--- config.mk ---
export PLATFORM = sky130hd
export DESIGN_NAME = tceu_top
export DESIGN_NICKNAME = d
export VERILOG_FILES = /design/src/hw/tceu_pkg.sv /design/src/hw/tceu_irq.sv /design/src/hw/tceu_top.sv /design/src/hw/tceu_unit.sv
export SDC_FILE = /design/constraint.sdc
export NUM_CORES = 1
export LEC_CHECK = 0
export BUFFER_PORTS_ARGS = -buffer_cell sky130_fd_sc_hd__buf_4
export CAP_MARGIN = 5
export CORE_MARGIN = 2
export CORE_UTILIZATION = 53
export DETAILED_ROUTE_END_ITERATION = 12
export GPL_ROUTABILITY_DRIVEN = 1
export HOLD_SLACK_MARGIN = 0.02
export PLACE_DENSITY_LB_ADDON = 0.15
export SLEW_MARGIN = 0
export SYNTH_ARGS = -nofsm -noshare
export SYNTH_HDL_FRONTEND = slang
export SYNTH_SLANG_ARGS = --single-unit
export TNS_END_PERCENT = 5
--- constraint.sdc ---
create_clock -name clk_in -period 2.5 [get_ports clk_in]
set_input_delay 0.125 -clock clk_in [delete_from_list [all_inputs] [get_ports clk_in]]
set_output_delay 0.125 -clock clk_in [all_outputs]
set_load 0.05 [all_outputs]
--- src/hw/tceu_pkg.sv ---
// Constants, register map and carrier types of the timer compare event unit
//
// Contract
// - Compare mode constantly compares 16-bit compare value with selected timer pair.
// - Match drives pin high, low, toggles it, or leaves it, per mode bits.
// - Interrupt flag sets in the same cycle the match action reaches the pin.
// - Mode 1010 sets only the flag; pin is left untouched.
// - Mode 1011 makes an internal special event pulse on match, both units.
// - Special event resets whichever timer pair is that unit's time base.
// - Unit 2 special event also starts conversion, only if converter enabled.
// - Writing zero to unit control forces compare output latch low.
// - PWM mode drives a PWM signal with up to 10-bit duty resolution.
// - Writing zero to unit control releases the pin to the port.
// - PWM uses timer B period and control, compare low byte, unit control.
// - Mode 1001 sets pin high on entry and forces it low on match.
// - Time base per unit chosen by select bits in timer C control.
package tceu_pkg;

    // Register byte offsets
    localparam logic [7:0] TCEU_OFF_U1_LOW = 8'h00;
    localparam logic [7:0] TCEU_OFF_U1_HIGH = 8'h04;
    localparam logic [7:0] TCEU_OFF_U1_CTRL = 8'h08;
    localparam logic [7:0] TCEU_OFF_U2_LOW = 8'h0C;
    localparam logic [7:0] TCEU_OFF_U2_HIGH = 8'h10;
    localparam logic [7:0] TCEU_OFF_U2_CTRL = 8'h14;
    localparam logic [7:0] TCEU_OFF_TC_CTRL = 8'h18;
    localparam logic [7:0] TCEU_OFF_IRQ_STAT = 8'h1C;
    localparam logic [7:0] TCEU_OFF_IRQ_MASK = 8'h20;

    // Reset values
    localparam logic [7:0] TCEU_BYTE_RST = 8'h00;
    localparam logic [1:0] TCEU_IRQ_RST = 2'h0;

    // Field positions
    localparam int TCEU_SEL_HI_BIT = 6;
    localparam int TCEU_SEL_LO_BIT = 3;
    localparam int TCEU_DC_LSB = 4;
    localparam int TCEU_TB_ON_BIT = 2;

    // Unit 2 control bits 7:6 read as zero
    localparam logic [7:0] TCEU_U2_CTRL_MASK = 8'h3F;

    // Mode select codes
    localparam logic [3:0] TCEU_MODE_OFF = 4'h0;
    localparam logic [3:0] TCEU_MODE_TOGGLE = 4'h2;
    localparam logic [3:0] TCEU_MODE_SET_ON_MATCH = 4'h8;
    localparam logic [3:0] TCEU_MODE_CLR_ON_MATCH = 4'h9;
    localparam logic [3:0] TCEU_MODE_SOFT_IRQ = 4'hA;
    localparam logic [3:0] TCEU_MODE_SPECIAL = 4'hB;
    localparam logic [1:0] TCEU_MODE_CMP_GRP = 2'h2;
    localparam logic [1:0] TCEU_MODE_PWM_GRP = 2'h3;

    // Software view of one unit
    typedef struct packed {
        logic [7:0] compare_value_high;
        logic [7:0] compare_value_low;
        logic [7:0] unit_control_reg;
    } tceu_unit_cfg_t;

    // Timer B time base as seen by the PWM logic
    typedef struct packed {
        logic [7:0] count;
        logic [1:0] fine;
        logic [7:0] pwm_period_reg;
        logic [7:0] timer_b_control;
    } tceu_pwm_base_t;

endpackage : tceu_pkg

--- src/hw/tceu_irq.sv ---
// Sticky interrupt status, mask and level interrupt output
`timescale 1ns/1ns
`default_nettype none
module tceu_irq
    import tceu_pkg::*;
(
    // Clock and reset
    input wire logic clk_in,
    input wire logic rstn_in,
    // Events and software access
    input wire logic [1:0] set_in,
    input wire logic clr_wr_in,
    input wire logic mask_wr_in,
    input wire logic [1:0] wdata_in,
    // State
    output logic [1:0] status_out,
    output logic [1:0] mask_out,
    output logic irq_out
);

    logic [1:0] status_reg;
    logic [1:0] status_next;
    logic [1:0] mask_reg;
    logic [1:0] mask_next;
    logic irq_reg;

    // Set wins over a write-one clear
    assign status_next = (status_reg & ~(clr_wr_in ? wdata_in : 2'h0)) | set_in;
    assign mask_next = mask_wr_in ? wdata_in : mask_reg;

    always_ff @(posedge clk_in)
    begin
        if (!rstn_in)
        begin
            status_reg <= TCEU_IRQ_RST;
            mask_reg <= TCEU_IRQ_RST;
            irq_reg <= 1'b0;
        end
        else
        begin
            status_reg <= status_next;
            mask_reg <= mask_next;
            irq_reg <= |(status_next & mask_next);
        end
    end

    assign status_out = status_reg;
    assign mask_out = mask_reg;
    assign irq_out = irq_reg;

endmodule : tceu_irq
`default_nettype wire

--- src/hw/tceu_top.sv ---
// Timer compare event unit top: APB registers, two units, triggers, interrupt
`timescale 1ns/1ns
`default_nettype none
module tceu_top
    import tceu_pkg::*;
(
    // Clock and reset
    input wire logic clk_in,
    input wire logic rstn_in,
    // APB slave
    input wire logic psel_in,
    input wire logic penable_in,
    input wire logic pwrite_in,
    input wire logic [7:0] paddr_in,
    input wire logic [31:0] pwdata_in,
    output logic [31:0] prdata_out,
    output logic pready_out,
    output logic pslverr_out,
    // Timer pairs and timer B time base
    input wire logic [15:0] timer_a_pair_in,
    input wire logic [15:0] timer_c_pair_in,
    input wire logic [7:0] timer_b_count_in,
    input wire logic [1:0] timer_b_fine_in,
    input wire logic [7:0] pwm_period_reg_in,
    input wire logic [7:0] timer_b_control_in,
    // Converter status
    input wire logic adc_enabled_in,
    // Unit pins
    output logic [1:0] unit_output_pin_out,
    output logic [1:0] unit_pin_own_out,
    // Triggers and timer C control
    output logic timer_a_reset_out,
    output logic timer_c_reset_out,
    output logic adc_start_out,
    output logic [7:0] timer_c_control_out,
    // Interrupt
    output logic irq_out
);

    // APB state
    logic pready_reg;
    logic pready_next;
    logic [31:0] prdata_reg;
    logic pslverr_reg;
    logic access;
    logic wr_fire;

    // Registers
    logic [7:0] cmp_low_reg [2];
    logic [7:0] cmp_high_reg [2];
    logic [7:0] ctrl_reg [2];
    logic [7:0] tc_ctrl_reg;

    // Decode
    logic hit_u1_low;
    logic hit_u1_high;
    logic hit_u1_ctrl;
    logic hit_u2_low;
    logic hit_u2_high;
    logic hit_u2_ctrl;
    logic hit_tc;
    logic hit_stat;
    logic hit_mask;
    logic mapped;
    logic [7:0] rd_byte;
    logic [1:0] wr_low;
    logic [1:0] wr_high;
    logic [1:0] wr_ctrl;

    // Units and time bases
    tceu_unit_cfg_t unit_cfg [2];
    tceu_pwm_base_t pwm_base;
    logic [15:0] unit_timer [2];
    logic [1:0] unit_uses_c;
    logic [1:0] unit_pwm;
    logic [1:0] match;
    logic [1:0] special;
    logic period_hit;
    logic period_hit_prev_reg;
    logic period_start;
    logic [1:0] irq_status;
    logic [1:0] irq_mask;

    // Trigger registers
    logic timer_a_reset_reg;
    logic timer_c_reset_reg;
    logic adc_start_reg;

    assign access = psel_in && penable_in;
    assign pready_next = access && !pready_reg;
    assign wr_fire = access && pready_reg && pwrite_in;

    assign hit_u1_low = (paddr_in == TCEU_OFF_U1_LOW);
    assign hit_u1_high = (paddr_in == TCEU_OFF_U1_HIGH);
    assign hit_u1_ctrl = (paddr_in == TCEU_OFF_U1_CTRL);
    assign hit_u2_low = (paddr_in == TCEU_OFF_U2_LOW);
    assign hit_u2_high = (paddr_in == TCEU_OFF_U2_HIGH);
    assign hit_u2_ctrl = (paddr_in == TCEU_OFF_U2_CTRL);
    assign hit_tc = (paddr_in == TCEU_OFF_TC_CTRL);
    assign hit_stat = (paddr_in == TCEU_OFF_IRQ_STAT);
    assign hit_mask = (paddr_in == TCEU_OFF_IRQ_MASK);
    assign mapped = hit_u1_low || hit_u1_high || hit_u1_ctrl || hit_u2_low || hit_u2_high ||
                    hit_u2_ctrl || hit_tc || hit_stat || hit_mask;

    assign rd_byte = hit_u1_low ? cmp_low_reg[0] :
                     hit_u1_high ? cmp_high_reg[0] :
                     hit_u1_ctrl ? ctrl_reg[0] :
                     hit_u2_low ? cmp_low_reg[1] :
                     hit_u2_high ? cmp_high_reg[1] :
                     hit_u2_ctrl ? (ctrl_reg[1] & TCEU_U2_CTRL_MASK) :
                     hit_tc ? tc_ctrl_reg :
                     hit_stat ? {6'h00, irq_status} :
                     hit_mask ? {6'h00, irq_mask} :
                     8'h00;

    assign wr_low = {wr_fire && hit_u2_low, wr_fire && hit_u1_low};
    assign wr_high = {wr_fire && hit_u2_high, wr_fire && hit_u1_high};
    assign wr_ctrl = {wr_fire && hit_u2_ctrl, wr_fire && hit_u1_ctrl};

    // Timer B period end: the count leaves its period value on the next increment
    assign pwm_base = '{count: timer_b_count_in, fine: timer_b_fine_in,
                        pwm_period_reg: pwm_period_reg_in, timer_b_control: timer_b_control_in};
    assign period_hit = timer_b_control_in[TCEU_TB_ON_BIT] && (timer_b_count_in == pwm_period_reg_in);
    assign period_start = period_hit_prev_reg && !period_hit;

    // Time base select held in timer C control
    assign unit_uses_c[0] = tc_ctrl_reg[TCEU_SEL_HI_BIT];
    assign unit_uses_c[1] = tc_ctrl_reg[TCEU_SEL_HI_BIT] || tc_ctrl_reg[TCEU_SEL_LO_BIT];

    always_ff @(posedge clk_in)
    begin
        if (!rstn_in)
        begin
            pready_reg <= 1'b0;
            prdata_reg <= 32'h0000_0000;
            pslverr_reg <= 1'b0;
        end
        else
        begin
            pready_reg <= pready_next;
            prdata_reg <= pready_next && !pwrite_in ? {24'h00_0000, rd_byte} : 32'h0000_0000;
            pslverr_reg <= pready_next && !mapped;
        end
    end

    always_ff @(posedge clk_in)
    begin
        if (!rstn_in)
            tc_ctrl_reg <= TCEU_BYTE_RST;
        else if (wr_fire && hit_tc)
            tc_ctrl_reg <= pwdata_in[7:0];
    end

    genvar u;
    generate
        for (u = 0; u < 2; u++)
        begin : g_unit
            assign unit_pwm[u] = (ctrl_reg[u][3:2] == TCEU_MODE_PWM_GRP);
            assign unit_timer[u] = unit_uses_c[u] ? timer_c_pair_in : timer_a_pair_in;
            assign unit_cfg[u] = '{compare_value_high: cmp_high_reg[u], compare_value_low: cmp_low_reg[u],
                                   unit_control_reg: ctrl_reg[u]};

            always_ff @(posedge clk_in)
            begin
                if (!rstn_in)
                begin
                    cmp_low_reg[u] <= TCEU_BYTE_RST;
                    cmp_high_reg[u] <= TCEU_BYTE_RST;
                    ctrl_reg[u] <= TCEU_BYTE_RST;
                end
                else
                begin
                    cmp_low_reg[u] <= wr_low[u] ? pwdata_in[7:0] : cmp_low_reg[u];
                    // High byte is read-only in PWM and takes the duty at period end
                    if (unit_pwm[u] && period_start)
                        cmp_high_reg[u] <= cmp_low_reg[u];
                    else if (wr_high[u] && !unit_pwm[u])
                        cmp_high_reg[u] <= pwdata_in[7:0];
                    ctrl_reg[u] <= wr_ctrl[u] ? pwdata_in[7:0] : ctrl_reg[u];
                end
            end

            tceu_unit u_unit (
                .clk_in(clk_in),
                .rstn_in(rstn_in),
                .cfg_in(unit_cfg[u]),
                .ctrl_wr_in(wr_ctrl[u]),
                .ctrl_wdata_in(pwdata_in[7:0]),
                .timer_in(unit_timer[u]),
                .pwm_in(pwm_base),
                .period_start_in(period_start),
                .match_out(match[u]),
                .special_out(special[u]),
                .pin_out(unit_output_pin_out[u]),
                .pin_own_out(unit_pin_own_out[u])
            );
        end
    endgenerate

    // Special event resets, registered on the same edge as the flag
    always_ff @(posedge clk_in)
    begin
        if (!rstn_in)
        begin
            period_hit_prev_reg <= 1'b0;
            timer_a_reset_reg <= 1'b0;
            timer_c_reset_reg <= 1'b0;
            adc_start_reg <= 1'b0;
        end
        else
        begin
            period_hit_prev_reg <= period_hit;
            timer_a_reset_reg <= (special[0] && !unit_uses_c[0]) || (special[1] && !unit_uses_c[1]);
            timer_c_reset_reg <= (special[0] && unit_uses_c[0]) || (special[1] && unit_uses_c[1]);
            adc_start_reg <= special[1] && adc_enabled_in;
        end
    end

    tceu_irq u_irq (
        .clk_in(clk_in),
        .rstn_in(rstn_in),
        .set_in(match),
        .clr_wr_in(wr_fire && hit_stat),
        .mask_wr_in(wr_fire && hit_mask),
        .wdata_in(pwdata_in[1:0]),
        .status_out(irq_status),
        .mask_out(irq_mask),
        .irq_out(irq_out)
    );

    assign prdata_out = prdata_reg;
    assign pready_out = pready_reg;
    assign pslverr_out = pslverr_reg;
    assign timer_a_reset_out = timer_a_reset_reg;
    assign timer_c_reset_out = timer_c_reset_reg;
    assign adc_start_out = adc_start_reg;
    assign timer_c_control_out = tc_ctrl_reg;

endmodule : tceu_top
`default_nettype wire

--- src/hw/tceu_unit.sv ---
// One compare and PWM unit: match detection, output latch, pin ownership
`timescale 1ns/1ns
`default_nettype none
module tceu_unit
    import tceu_pkg::*;
(
    // Clock and reset
    input wire logic clk_in,
    input wire logic rstn_in,
    // Configuration and control write
    input wire tceu_unit_cfg_t cfg_in,
    input wire logic ctrl_wr_in,
    input wire logic [7:0] ctrl_wdata_in,
    // Time bases
    input wire logic [15:0] timer_in,
    input wire tceu_pwm_base_t pwm_in,
    input wire logic period_start_in,
    // Results
    output logic match_out,
    output logic special_out,
    output logic pin_out,
    output logic pin_own_out
);

    logic [3:0] mode;
    logic [3:0] mode_after;
    logic is_cmp;
    logic is_pwm;
    logic equal;
    logic hit;
    logic [9:0] duty_new;
    logic [9:0] duty_cur;
    logic [9:0] time_base;
    logic own_next;
    logic equal_prev_reg;
    logic [1:0] dc_latch_reg;
    logic latch_reg;
    logic latch_next;
    logic own_reg;

    assign mode = cfg_in.unit_control_reg[3:0];
    assign is_cmp = (mode == TCEU_MODE_TOGGLE) || (mode[3:2] == TCEU_MODE_CMP_GRP);
    assign is_pwm = (mode[3:2] == TCEU_MODE_PWM_GRP);
    assign equal = ({cfg_in.compare_value_high, cfg_in.compare_value_low} == timer_in);
    assign hit = is_cmp && equal && !equal_prev_reg;
    assign match_out = hit;
    assign special_out = hit && (mode == TCEU_MODE_SPECIAL);
    assign duty_new = {cfg_in.compare_value_low, cfg_in.unit_control_reg[TCEU_DC_LSB+1:TCEU_DC_LSB]};
    assign duty_cur = {cfg_in.compare_value_high, dc_latch_reg};
    assign time_base = {pwm_in.count, pwm_in.fine};
    assign mode_after = ctrl_wr_in ? ctrl_wdata_in[3:0] : mode;
    // Pin belongs to the unit only in pin-driving compare modes and PWM
    assign own_next = (mode_after == TCEU_MODE_TOGGLE) || (mode_after == TCEU_MODE_SET_ON_MATCH) ||
                      (mode_after == TCEU_MODE_CLR_ON_MATCH) || (mode_after[3:2] == TCEU_MODE_PWM_GRP);

    always_comb
    begin
        latch_next = latch_reg;
        if (ctrl_wr_in)
        begin
            if (ctrl_wdata_in == TCEU_BYTE_RST)
                latch_next = 1'b0;
            else if (ctrl_wdata_in[3:0] == TCEU_MODE_SET_ON_MATCH)
                latch_next = 1'b0;
            else if (ctrl_wdata_in[3:0] == TCEU_MODE_CLR_ON_MATCH)
                latch_next = 1'b1;
        end
        else if (hit)
        begin
            if (mode == TCEU_MODE_SET_ON_MATCH)
                latch_next = 1'b1;
            else if (mode == TCEU_MODE_CLR_ON_MATCH)
                latch_next = 1'b0;
            else if (mode == TCEU_MODE_TOGGLE)
                latch_next = ~latch_reg;
        end
        else if (is_pwm && period_start_in)
            latch_next = (duty_new != 10'h000);
        else if (is_pwm && (time_base == duty_cur))
            latch_next = 1'b0;
    end

    always_ff @(posedge clk_in)
    begin
        if (!rstn_in)
        begin
            equal_prev_reg <= 1'b0;
            dc_latch_reg <= 2'h0;
            latch_reg <= 1'b0;
            own_reg <= 1'b0;
        end
        else
        begin
            equal_prev_reg <= is_cmp && equal;
            dc_latch_reg <= (is_pwm && period_start_in) ? duty_new[1:0] : dc_latch_reg;
            latch_reg <= latch_next;
            own_reg <= own_next;
        end
    end

    assign pin_out = latch_reg;
    assign pin_own_out = own_reg;

endmodule : tceu_unit
`default_nettype wire

* Word-level counts from Yosys, hierarchy flattened
Memory sizes are Yosys's and may differ from the RTL's.
Index checks and enable logic that the tools add are counted.
** Cells by class
- Equal/unequal tests :: 39
- Muxes and demuxes :: 60
- Bitwise gates (word level) :: 14
- Reductions and logical operators :: 73
** Operators by type and width (count)
- $mux W8 :: 19
- $eq A4 B4 Y1 const B :: 12
- $logic_and A1 B1 Y1 :: 34
- $mux W1 :: 33
- $eq A16 B16 Y1 :: 2
- $eq A8 B5 Y1 const B :: 4
- $mux W16 :: 2
- $eq A10 B10 Y1 :: 2
- $reduce_bool A10 Y1 :: 2
- $logic_or A1 B1 Y1 :: 19
- $eq A4 B2 Y1 const B :: 4
- $eq A8 B4 Y1 const B :: 2
- $logic_not A8 Y1 :: 2
- $eq A2 B2 Y1 const B :: 6
- $logic_not A1 Y1 :: 10
- $ne A5 B4 Y1 const B :: 2
- $eq A8 B3 Y1 const B :: 1
- $eq A8 B6 Y1 const B :: 1
- $eq A8 B8 Y1 :: 1
- $mux W2 :: 4
- $mux W4 :: 2
- $ne A4 B4 Y1 const B :: 2
- $or A1 B1 Y1 :: 8
- $reduce_bool A4 Y1 :: 2
- 7 further kinds :: 10
** Storage, ports and cells
- Bits in registers :: 61
- Memory bits (writable) :: 48
- Bits of input ports :: 104
- Output and inout port bits :: 50
- Logic and storage cells :: 209
- Memories :: 3
** Memories
- cmp_high_reg :: words 2, bits a word 8, rd ports 2, clocked after Yosys merged registers in 0, wr ports 2, line tceu_top.sv:50 : logic [7:0] cmp_high_reg [2];
- cmp_low_reg :: words 2, bits a word 8, rd ports 2, clocked after Yosys merged registers in 0, wr ports 2, line tceu_top.sv:49 : logic [7:0] cmp_low_reg [2];
- ctrl_reg :: words 2, bits a word 8, rd ports 2, clocked after Yosys merged registers in 0, wr ports 2, line tceu_top.sv:51 : logic [7:0] ctrl_reg [2];

* Logic depth before layout (Yosys ltp)
Gate-level depths: netlist of the first run.
- Word-level depth :: 11
- Depth in mapped cells :: 10
- Gate-level depth less buffers :: 7

* Cells and area by module
Synthesis of the first run repeated with hierarchy kept, for this count alone.
** Unflattened totals
- Cells, all modules :: 590
- Area, all modules :: 5536.6 um^2
** Modules (own cells, without submodules)
- tceu_top :: times used 1, cells each 406, area an instance 3990.1 um^2, seq. area each 1561.5 um^2
- tceu_unit :: times used 2, cells each 83, area an instance 688.2 um^2, seq. area each 100.1 um^2
- tceu_irq :: times used 1, cells each 18, area an instance 170.2 um^2, seq. area each 100.1 um^2

* Worst setup path after synthesis of the first run
No wires, ideal clock.
- Kind :: reg2reg
- Start point :: register pready_reg (netlist: pready_out)
- End point :: memory cmp_high_reg[1][0], enable pin
- Library setup time :: 0.338 ns
- Arrival :: 2.214 ns
- Required time :: 2.162 ns
- Path slack :: -0.052 ns
- Cell stages (with the launch flop) :: 6
- Buffers on the path :: 1
- Period minus slack after synthesis :: 2.552 ns
- Path through :: dfxtp_1 and4_1 clkbuf_1 nand2_1 nor3_1 nand3b_1
** RTL lines
- start: declaration :: line tceu_top.sv:41 : logic pready_reg;
- start signal: assignment :: line tceu_top.sv:140 : pready_reg <= pready_next;
- end: declaration :: line tceu_top.sv:50

* Worst setup path after layout of the first run
- Start point :: register tc_ctrl_reg[6] (netlist: timer_c_control_out[6])
- End point :: register adc_start_reg (netlist: adc_start_out)
** On the way
- Cells in the longest elaborated chain, start to end :: 7
** RTL lines
- start: declaration :: line tceu_top.sv:52 : logic [7:0] tc_ctrl_reg;
- start signal: assignment :: line tceu_top.sv:151 : tc_ctrl_reg <= pwdata_in[7:0];
- $logic_or A1 B1 Y1 :: line tceu_top.sv:128 : assign unit_uses_c[1] = tc_ctrl_reg[TCEU_SEL_HI_BIT] || tc_ctrl_reg[TCEU_SEL_LO_BIT];
- $mux W16 :: line tceu_top.sv:159 : assign unit_timer[u] = unit_uses_c[u] ? timer_c_pair_in : timer_a_pair_in;
- $eq A16 B16 Y1 :: line tceu_unit.sv:44 : assign equal = ({cfg_in.compare_value_high, cfg_in.compare_value_low} == timer_in);
- $logic_and A1 B1 Y1 (2 in a row) :: line tceu_unit.sv:45 : assign hit = is_cmp && equal && !equal_prev_reg;
- $logic_and A1 B1 Y1 :: line tceu_unit.sv:47 : assign special_out = hit && (mode == TCEU_MODE_SPECIAL);
- $logic_and A1 B1 Y1 :: line tceu_top.sv:215 : adc_start_reg <= special[1] && adc_enabled_in;
- end signal: assignment :: line tceu_top.sv:215
- end: declaration :: line tceu_top.sv:87 : logic adc_start_reg;
Every way passes these cells.
A chain may end at the register's enable or synchronous reset.

==> impl_summary.log, run 1 <==
INFO  metric hold_path_startpoint = paddr_in[6]
INFO  metric floorplan.core_area = slightly below 10000 um2
INFO  metric weighted_congestion_reported_at_the_end_of_routability_driven_placement = around 1.1
INFO  metric floorplan_die_area = roughly 11000 um2
INFO  metric finalWorstPathRequiredPeriod = between 2 and 2.5 ns
INFO  metric power.static_leakage = ~0.0026 uW
INFO  metric cp_slowest_stage_delay = about 0.61 ns
INFO  metric route.detailed.vias_per_inst = slightly above 6
INFO  metric ctsLongestPathBuffers = 2
INFO  metric cts_made_buffers = 9
INFO  metric overflow = 0
INFO  metric met1_track_utilization_from_global_routing = a little under half
INFO  metric multiInputGateArea = roughly 3200 um2
INFO  metric endpoint_kind = flop
INFO  metric dr.pass1.iters = 5
INFO  metric grt.total_usage = between 30% and 40%
INFO  metric crit_family = simple AND/OR/NAND/NOR gates
INFO  metric final_util = 66.03%
INFO  metric placement.io_buffers = 98
INFO  metric wl = ~18 mm
INFO  metric powerDensity = ~420 nW/um2
INFO  metric power.share.switching = 28.97%
INFO  metric fin_tns_setup = 0 ns
INFO  metric synthArstFlopShare = 0%
INFO  metric timing.max_cap.violations = 0
INFO  metric comb_power_share = between 10% and 20%
INFO  metric crit_path_max_fanout = 27
INFO  metric netlist_area_before_placement = ~5300 um2
INFO  metric setup_viol = 0
INFO  metric fraction_of_the_yosys_area_taken_by_sequential_cells = roughly 34%
INFO  metric status = complete, no violations
INFO  metric use_met2 = between 50% and 60%
INFO  metric grtUsageMet3 = roughly 6.2%
INFO  metric num_rows = 36
INFO  metric grt_first_pass_wirelength = roughly 28 mm
INFO  metric synth.top_cell.area_share = 25.20%
INFO  metric internal_power = 1909 uW
INFO  metric timing.reg2reg.setup_slack = ~0.013 ns
INFO  metric cts_num_sinks = between 80 and 90
INFO  metric finalClockSkew = ~0.0074 ns
INFO  metric required = 2.81 ns
INFO  metric gr-max-usage-layer = met2
INFO  metric min_to = pslverr_out
INFO  metric reg2reg_depth = 8
INFO  metric path_buf_inv = 2
INFO  metric tritoncts = done
INFO  metric timing.rr.start = timer_c_control_out[6]
INFO  metric setup_repair_after_global_routing_missed_its_margin = true
INFO  metric fin_nets = 834
INFO  metric switching_power = approximately 800 uW
INFO  metric synth_enable_flop_cells = 16
INFO  metric n_fill_cell = 861
INFO  metric most_frequent_cells_in_the_layout = sky130_fd_sc_hd__buf_4, sky130_fd_sc_hd__dfxtp_1, sky130_fd_sc_hd__nand2_1
INFO  metric synthesis.instances = ~620
INFO  metric dieWidth = between 100 and 150 um
INFO  metric clock_insertion_delay_worst_skew = approximately 0.37 ns
INFO  metric yosys_warnings = 0
INFO  metric crit_path_start_kind = flop
INFO  metric netlist-cell-type-count = slightly above 60
INFO  metric post-route-cell-area = between 6000 and 7000 um2
INFO  metric timing.rr.end = adc_start_out
INFO  metric hold_path_class = input port to flop
INFO  metric htreeDepth = 3
INFO  metric drc = 0
INFO  metric initial_core_util = approximately 54%
INFO  metric clockRootBuffer = sky130_fd_sc_hd__clkbuf_8
INFO  metric finalHoldViolations = 0
INFO  metric critPathSlowestCell = sky130_fd_sc_hd__or4_4
INFO  metric die_h = around 100 um
INFO  metric fin_total_pwr = approximately 2700 uW
INFO  metric synth_top_flop_cell = sky130_fd_sc_hd__dfxtp_1
INFO  metric area_growth = 21.25%
INFO  metric detailedPlacementHpwl = roughly 14 mm
INFO  metric worstPathCellList = buf_12, or3_4, nand3_2, nand4b_1, or4_4, nor4_4, buf_4, and3_1
INFO  metric ports_placed_on_the_boundary = ~150
INFO  metric drive_gt1_share = 24.76%
INFO  metric synth.largest_area_cell = sky130_fd_sc_hd__dfxtp_1
INFO  metric sequential_share_of_power = 51.7%
INFO  metric timing_worst_slew_pin_value = approximately 0.56 ns
INFO  metric clk_pin_slew_worst_paths = around 0.08 ns
INFO  metric synth_area_per_cell = around 8.5 um2
INFO  metric maxSlewViolCount = 0
INFO  metric max_slew_margin = between 60% and 70%
INFO  metric vdd_ir_drop_max = around 0.00036 V
INFO  metric min_delay_path_depth = 3
INFO  metric finalCritPeriodShare = 99.48%
INFO  metric grt_antenna_before_repair = 1
INFO  metric antenna_violating_nets_post_route = 0
INFO  metric ys_ff_latch = a little over 80
INFO  metric placed_cell_area = just over 6000 um2
INFO  metric timing.critical_path.arrival = about 2.8 ns
INFO  metric critical_path_class = flop to flop
INFO  metric via_count = approximately 5300
INFO  metric synth_top_cells_by_area = sky130_fd_sc_hd__dfxtp_1, sky130_fd_sc_hd__edfxtp_1, sky130_fd_sc_hd__mux2i_1
INFO  metric grt_start_max_net_pins = 30
INFO  metric power_frac_clock = between 30% and 40%
INFO  metric ff_latch_area = approximately 1800 um2
INFO  metric first_global_vias = just under 5000
INFO  metric fmax = a little over 0.4 GHz
INFO  metric drt-initial-drc-count = about 590
INFO  metric layout.cells.most_common = sky130_fd_sc_hd__buf_4
INFO  metric detail_route.wl_per_cell = roughly 21 um
synthesized netlist by cell type (all sizes together), types with 10 or more instances:
| cell type | n |
|---|---|
| nor4 | 17 |
| mux2i | 47 |
| nor3 | 24 |
| a21oi | 49 |
| o21ai | 16 |
| inv | 11 |
| buf | 39 |
| and3 | 11 |
| clkbuf | 25 |
| nand2 | 61 |
| dfxtp | 67 |
| xnor2 | 33 |
| edfxtp | 16 |
| nor2 | 40 |
| a221oi | 11 |
| a22o | 21 |
| xor2 | 18 |
| nand3 | 32 |
| a211oi | 10 |
cell type report:
cell class / instances / area share (%)
Timing Repair Buffer: 136 / 16.25
Inverter: 11 / 0.6398
Clock buffer: 11 / 2.191
Sequential cell: 83 / 28.27
Antenna cell: 1 / 0.03877
Multi-Input combinational cell: 489 / 49.59
Clock inverter: 5 / 0.4459
Tap cell: 133 / 2.579
power groups by stage:
| stage | logic, uW | registers, uW | clock network (uW) |
|---|---|---|---|
| after global placement | 391 | 1420 | 0 |
| after CTS | 401 | 1390 | 892 |
| after global routing | 434 | 1390 | 947 |
| after detailed placement | 396 | 1420 | 0 |
| final | 410 | 1390 | 889 |
| after floorplan | 258 | 1420 | 0 |
cell families after synthesis:
group	after synthesis	synth area share [%]
compound gates	124	15.61
xor+xnor	51	8.392
buf+inv	75	8.110
flops	83	34.23
mux	48	9.050
other cells	1	0.07045
simple gates	242	24.54
worst register-to-register path, cell delays in order, from the launching register on:
cell                       delay (ns)
sky130_fd_sc_hd__dfxtp_2         0.36
sky130_fd_sc_hd__buf_12          0.17
sky130_fd_sc_hd__or3_4           0.39
sky130_fd_sc_hd__nand3_2         0.08
sky130_fd_sc_hd__nand4b_1        0.13
sky130_fd_sc_hd__or4_4           0.61
sky130_fd_sc_hd__nor4_4          0.38
sky130_fd_sc_hd__buf_4           0.18
sky130_fd_sc_hd__and3_1          0.14
per-stage QoR:
| stage | instances | setup slack (ns) | hold slack [ns] |
|---|---|---|---|
| finish | 869 | 0.01307 | 0.03915 |
| global route | 869 | -0.1192 | 0.04087 |
| CTS | 865 | 0.01150 | 0.03597 |
| detailed placement | 847 | -0.03845 | 0.3718 |
| global placement | 847 | -0.01204 | 0.3639 |
| floorplan | 647 | 0.03031 | 0.2610 |
how the worst max path moves through the flow:
stage / start / endpoint / slack [ns] / cells past startpoint
final: timer_c_control_out[6] / adc_start_out / 0.01 / 8
after global routing: timer_c_control_out[3] / adc_start_out / -0.12 / 9
after CTS: timer_c_control_out[3] / timer_c_reset_out / 0.01 / 9
after detailed placement: timer_c_control_out[3] / g_unit[1].u_unit.pin_out / -0.04 / 8
after global placement: timer_c_control_out[3] / g_unit[1].u_unit.pin_out / -0.01 / 8
after floorplan: timer_c_control_out[3] / g_unit[1].u_unit.pin_out / 0.03 / 7
layer usage:
| layer | vias to the layer above | wire length [um] |
|---|---|---|
| li1 | 2433 | - |
| met1 | 2495 | 7528 |
| met2 | 328 | 8166 |
| met3 | 58 | 2006 |
| met4 | 0 | 656 |
| met5 | - | 0 |
repair_timing:
action	in CTS	in global routing
hold buffers	1	0
gates resized for setup	2	8
endpoints found under the setup margin	5	7
hold endpoints to repair	1	0
buffers inserted	1	3
pin swaps	2	5
Note: power is estimated with default switching activity, not from simulation.
==> run 2: changes to the inputs <==
Settings changed: CORE_ASPECT_RATIO set to 1.75.
==> impl_summary.log, run 2 (same netlist as run 1, synthesis figures left out) <==
INFO  metric status = complete, no violations
INFO  metric crit_path_start_kind = flop
INFO  metric tritoncts = done
INFO  metric timing.rr.end = u_irq.irq_out
INFO  metric ctsLongestPathBuffers = 2
INFO  metric ports_placed_on_the_boundary = 154
INFO  metric die_h = 136.6 um
INFO  metric crit_path_start = timer_c_control_out[6]
INFO  metric via_count = roughly 5200
INFO  metric fmax = ~0.42 GHz
INFO  metric n_fill_cell = between 800 and 900
INFO  metric critical_path_class = flop to flop
INFO  metric multiInputGateArea = approximately 3200 um2
INFO  metric antenna_violating_nets_post_route = 0
INFO  metric clock_insertion_delay_worst_skew = 0.33 ns
INFO  metric grt_antenna_before_repair = 0
INFO  metric grt.total_usage = 32.63%
INFO  metric endpoint_kind = flop
INFO  metric num_rows = 48
INFO  metric setup_viol = 0
INFO  metric clk_pin_slew_worst_paths = roughly 0.06 ns
INFO  metric fin_total_pwr = 3134 uW
INFO  metric wl = between 15 and 20 mm
INFO  metric max_slew_margin = 56.95%
INFO  metric powerDensity = approximately 480 nW/um2
INFO  metric finalWorstPathRequiredPeriod = around 2.4 ns
INFO  metric detail_route.wl_per_cell = around 21 um
INFO  metric timing_worst_slew_pin_value = between 0.6 and 0.7 ns
INFO  metric timing.critical_path.to = u_irq.irq_out
INFO  metric power_frac_clock = between 40% and 50%
INFO  metric post-route-cell-area = around 6500 um2
INFO  metric finalClockSkew = ~0.0073 ns
INFO  metric detailedPlacementHpwl = between 10 and 15 mm
INFO  metric initial_core_util = between 50% and 60%
INFO  metric placed_cell_area = about 6100 um2
INFO  metric required = 2.78 ns
INFO  metric sequential_share_of_power = roughly 44%
INFO  metric finalCritPeriodShare = between 90 and 100%
INFO  metric overflow = 0
INFO  metric cts_num_sinks = a little over 80
INFO  metric grt_first_pass_wirelength = between 20 and 30 mm
INFO  metric num_antenna_cells = 0
INFO  metric floorplan_die_area = approximately 11000 um2
INFO  metric floorplan.core_area = around 10000 um2
INFO  metric timing.reg2reg.setup_slack = around 0.09 ns
INFO  metric internal_power = 2334 uW
INFO  metric dr.pass1.iters = 7
INFO  metric crit_path_max_fanout = 17
INFO  metric placed_cells_incl_taps = between 800 and 900
INFO  metric switching_power = 799.9 uW
INFO  metric fin_tns_setup = 0 ns
INFO  metric layout.cells.most_common = sky130_fd_sc_hd__buf_4
INFO  metric timing.critical_path.arrival = 2.68 ns
INFO  metric fin_worst_hold_slack = approximately 0.08 ns
INFO  metric first_global_vias = approximately 4800
INFO  metric fin_nets = 826
INFO  metric timing.max_cap.violations = 0
INFO  metric timing.rr.start = timer_c_control_out[6]
INFO  metric area_growth = 22.97%
INFO  metric reg2reg_depth = 9
INFO  metric ff_latch_area = about 1800 um2
INFO  metric hold_path_class = input port to flop
INFO  metric dieWidth = 79.76 um
INFO  metric finalHoldViolations = 0
INFO  metric comb_power_share = ~14%
INFO  metric vdd_ir_drop_max = 0.0004447 V
INFO  metric power.share.switching = 25.52%
INFO  metric power.static_leakage = 0.002573 uW
INFO  metric maxSlewViolCount = 0
INFO  metric htreeDepth = 3
INFO  metric grt_start_max_net_pins = 27
INFO  metric weighted_congestion_reported_at_the_end_of_routability_driven_placement = slightly above 0.9
INFO  metric route.detailed.vias_per_inst = between 6 and 7
INFO  metric hold_path_startpoint = timer_b_control_in[2]
INFO  metric clockRootBuffer = sky130_fd_sc_hd__clkbuf_16
INFO  metric drive_gt1_share = 23.93%
INFO  metric most_frequent_cells_in_the_layout = sky130_fd_sc_hd__buf_4, sky130_fd_sc_hd__dfxtp_1, sky130_fd_sc_hd__nand2_1
INFO  metric drc = 0
INFO  metric drt-initial-drc-count = around 330
INFO  metric placement.io_buffers = between 90 and 100
INFO  metric cts_made_buffers = 9
INFO  metric final_cell_count_no_fill = 852
==> run 2: changes by cell type in the layout (fill, tap and decap cells not counted), sizes merged <==
cell	before	now
buf	135	127
clkinv	5	2
bufinv	0	1
clkbuf	11	12
clkinvlp	0	1
diode	1	0
==> run 2: area by class of cell <==
cell class / instances / share of cell area [%]
well taps: 125 / 2.390
clock inverters: 4 / 0.7838
repair buffers: 128 / 15.20
multi-input cells: 489 / 49.28
flip-flops and latches: 83 / 27.95
clock buffers: 12 / 3.766
inverters: 11 / 0.6309
==> run 2: worst min path at each step <==
stage               slack (ns)  depth (start not counted)                  end
CTS                       0.07                          3  period_hit_prev_reg
global placement          0.36                          2        adc_start_out
detailed placement        0.36                          2        adc_start_out
global route              0.08                          3  period_hit_prev_reg
floorplan                 0.26                          2       ctrl_reg[0][6]
finish                    0.08                          3  period_hit_prev_reg
==> run 2: layer usage <==
layer  GRT usage (%)  part of all wire [%]  vias up
met5               0                     0        -
met4           20.06                   7.2        0
met3           4.551                   5.8       64
met2           57.05                    50      250
met1           36.88                    37     2435
li1                -                     -     2410
==> run 2: critical path, cell delays in order, from the launching register on <==
cell and delay (ns):
sky130_fd_sc_hd__dfxtp_4 0.41, sky130_fd_sc_hd__buf_8 0.19, sky130_fd_sc_hd__mux2i_2 0.28, sky130_fd_sc_hd__xnor2_1 0.15
sky130_fd_sc_hd__nor4_1 0.32, sky130_fd_sc_hd__nand4_1 0.26, sky130_fd_sc_hd__buf_4 0.21, sky130_fd_sc_hd__or2_1 0.30
sky130_fd_sc_hd__nand2_1 0.11, sky130_fd_sc_hd__a22o_1 0.13
==> run 2: stage by stage <==
stage	utilization [%]	setup WS (ns)
global placement	62.25	-0.03498
CTS	65.56	-0.005284
finish	66.45	0.09244
detailed placement	62.25	-0.08271
floorplan	-	0.03031
global route	66.45	-0.02488
==> run 2: power groups by stage <==
stage,Combinational [uW],Clock [uW],Sequential [uW]
finish,426,1320,1390
global route,446,1390,1390
CTS,411,1340,1390
detailed placement,407,0,1420
global placement,403,0,1420
floorplan,258,0,1420
==> run 2: what timing repair did <==
action                     in CTS  in global routing
hold buffers                    1                  0
gates cloned                    0                  0
resized for setup               5                 17
hold endpoints to repair        1                  0
setup buffers                   0                  2
setup endpoints to repair       4                  7
pin swaps                       0                  8
==> run 3: changes to the inputs <==
Settings changed: CELL_PAD_IN_SITES_DETAIL_PLACEMENT set to 1, CELL_PAD_IN_SITES_GLOBAL_PLACEMENT set to 1, CORE_UTILIZATION 53 to 39, SETUP_SLACK_MARGIN set to 0.5.
==> impl_summary.log, run 3 (same netlist as run 1, synthesis figures left out) <==
INFO  metric maxSlewViolCount = 0
INFO  metric clk_pin_slew_worst_paths = approximately 0.070 ns
INFO  metric grt_first_pass_wirelength = 31.04 mm
INFO  metric area_growth = 28.94%
INFO  metric sequential_share_of_power = 40.7%
INFO  metric critPathSlowestCell = sky130_fd_sc_hd__or4_4
INFO  metric power.static_leakage = 0.002696 uW
INFO  metric crit_path_start = timer_c_control_out[6]
INFO  metric placement.io_buffers = 98
INFO  metric finalClockSkew = approximately 0.0087 ns
INFO  metric detailedPlacementHpwl = 16.22 mm
INFO  metric dieWidth = approximately 92 um
INFO  metric drc = 0
INFO  metric required = ~2.8 ns
INFO  metric ctsLongestPathBuffers = 2
INFO  metric ports_placed_on_the_boundary = between 150 and 200
INFO  metric vdd_ir_drop_max = around 0.00030 V
INFO  metric fmax = roughly 0.42 GHz
INFO  metric weighted_congestion_reported_at_the_end_of_routability_driven_placement = between 0.9 and 1
INFO  metric power.share.switching = between 20% and 30%
INFO  metric overflow = 0
INFO  metric num_rows = 56
INFO  metric initial_core_util = 39.77%
INFO  metric wl = about 21 mm
INFO  metric htreeDepth = 3
INFO  metric cts_made_buffers = 9
INFO  metric hold_path_class = input port to flop
INFO  metric hold_path_startpoint = timer_b_control_in[2]
INFO  metric first_global_vias = around 5500
INFO  metric powerDensity = a little under 500 nW/um2
INFO  metric cts_num_sinks = slightly above 80
INFO  metric grt.total_usage = between 20% and 30%
INFO  metric tritoncts = done
INFO  metric status = complete, no violations
INFO  metric timing.max_cap.violations = 0
INFO  metric fin_total_pwr = ~3400 uW
INFO  metric drt-initial-drc-count = roughly 220
INFO  metric critical_path_class = flop to flop
INFO  metric most_frequent_cells_in_the_layout = sky130_fd_sc_hd__buf_4, sky130_fd_sc_hd__dfxtp_1, sky130_fd_sc_hd__nand2_1
INFO  metric finalHoldViolations = 0
INFO  metric drive_gt1_share = between 20% and 30%
INFO  metric timing.rr.start = timer_c_control_out[6]
INFO  metric finalCritPeriodShare = 95.76%
INFO  metric setup_repair_after_global_routing_missed_its_margin = true
INFO  metric cp_slowest_stage_delay = approximately 0.57 ns
INFO  metric floorplan.core_area = between 10000 and 15000 um2
INFO  metric clock_insertion_delay_worst_skew = around 0.35 ns
INFO  metric comb_power_share = around an eighth
INFO  metric power_frac_clock = a little under half
INFO  metric crit_path_max_fanout = 8
INFO  metric dr.pass1.iters = 4
INFO  metric fin_nets = ~840
INFO  metric clockRootBuffer = sky130_fd_sc_hd__clkbuf_16
INFO  metric setup_viol = 0
INFO  metric internal_power = about 2500 uW
INFO  metric crit_family = simple AND/OR/NAND/NOR gates
INFO  metric fin_worst_hold_slack = 0.04695 ns
INFO  metric switching_power = roughly 860 uW
INFO  metric timing.critical_path.arrival = between 2 and 3 ns
INFO  metric crit_path_start_kind = flop
INFO  metric ff_latch_area = 1831 um2
INFO  metric num_antenna_cells = 0
INFO  metric grt_start_max_net_pins = 47
INFO  metric route.detailed.vias_per_inst = about 5.8
INFO  metric max_slew_margin = around 61%
INFO  metric multiInputGateArea = ~3300 um2
INFO  metric grt_antenna_before_repair = 0
INFO  metric antenna_violating_nets_post_route = 0
INFO  metric die_h = 158.5 um
INFO  metric finalWorstPathRequiredPeriod = around 2.4 ns
INFO  metric detail_route.wl_per_cell = 22.77 um
INFO  metric n_fill_cell = 1657
INFO  metric floorplan_die_area = 14640 um2
INFO  metric timing_worst_slew_pin_value = between 0.5 and 0.6 ns
INFO  metric endpoint_kind = flop
INFO  metric layout.cells.most_common = sky130_fd_sc_hd__buf_4
INFO  metric via_count = ~5300
INFO  metric path_buf_inv = 1
INFO  metric worstPathCellList = buf_12, nor2_4, mux2i_2, xnor2_1, or4_4, nor3_4, nand2_1, a221oi_2
[run 3: cell count changes in the layout (fill, tap and decap cells not counted), sizes merged]
cell,change
buf,+15
clkinvlp,-1
clkbuf,-2
inv,+1
bufinv,+2
[run 3: tightest hold or removal path, delay by kind of cell]
family / cells / cell delay [ns]
buf+inv: 1 / 0.11
simple gates: 2 / 0.11
[run 3: layer usage]
| metal | part of all wire [%] | track usage, % |
|---|---|---|
| met1 | 36 | 30.06 |
| met2 | 52 | 51.13 |
| met3 | 4.4 | 3.739 |
| met4 | 7.2 | 20.04 |
| met5 | 0 | 0 |
[run 3: through the flow]
step	util (%)	TNS [ns]	worst slack, ns	cells	instance area, um2
finish	51.28	0	0.1060	916	6863
global route	51.28	-0.05535	-0.04010	916	6863
CTS	50.86	0	0.1217	914	6807
detailed placement	46.96	-0.01303	-0.01303	890	6285
global placement	46.96	0	0.08157	890	6285
floorplan	-	0	0.2965	647	5434
[run 3: cell type report]
class	instances	share of cell area [%]
multi-input combinational	489	47.93
clock inverter	6	1.623
timing repair buffer	143	16.52
inverter	11	0.6016
sequential	83	26.67
tap	174	3.172
clock buffer	10	3.482
[run 3: power by group through the flow]
stage	clock network (uW)	logic, uW	registers (uW)
floorplan	0	258	1410
global placement	0	415	1410
detailed placement	0	426	1410
global route	1640	474	1390
finish	1570	451	1390
CTS	1600	439	1380
[run 3: final timing paths]
path / depth (start not counted) / endpoint / slack, ns
min: 3 / period_hit_prev_reg / 0.05
max reg2reg: 8 / g_unit[1].u_unit.pin_out / 0.11
min reg2reg: 2 / ctrl_reg[0][6] / 0.46
max: 8 / g_unit[1].u_unit.pin_out / 0.11
[run 3: timing repair]
item | 4_1_cts | 5_1_grt
endpoints found under the setup margin | 13 | 37
gates resized for setup | 15 | 8
hold endpoints to repair | 1 | 0
hold buffers | 1 | 0
buffers inserted | 6 | 2
pin swaps | 9 | 5
cloned | 1 | 0
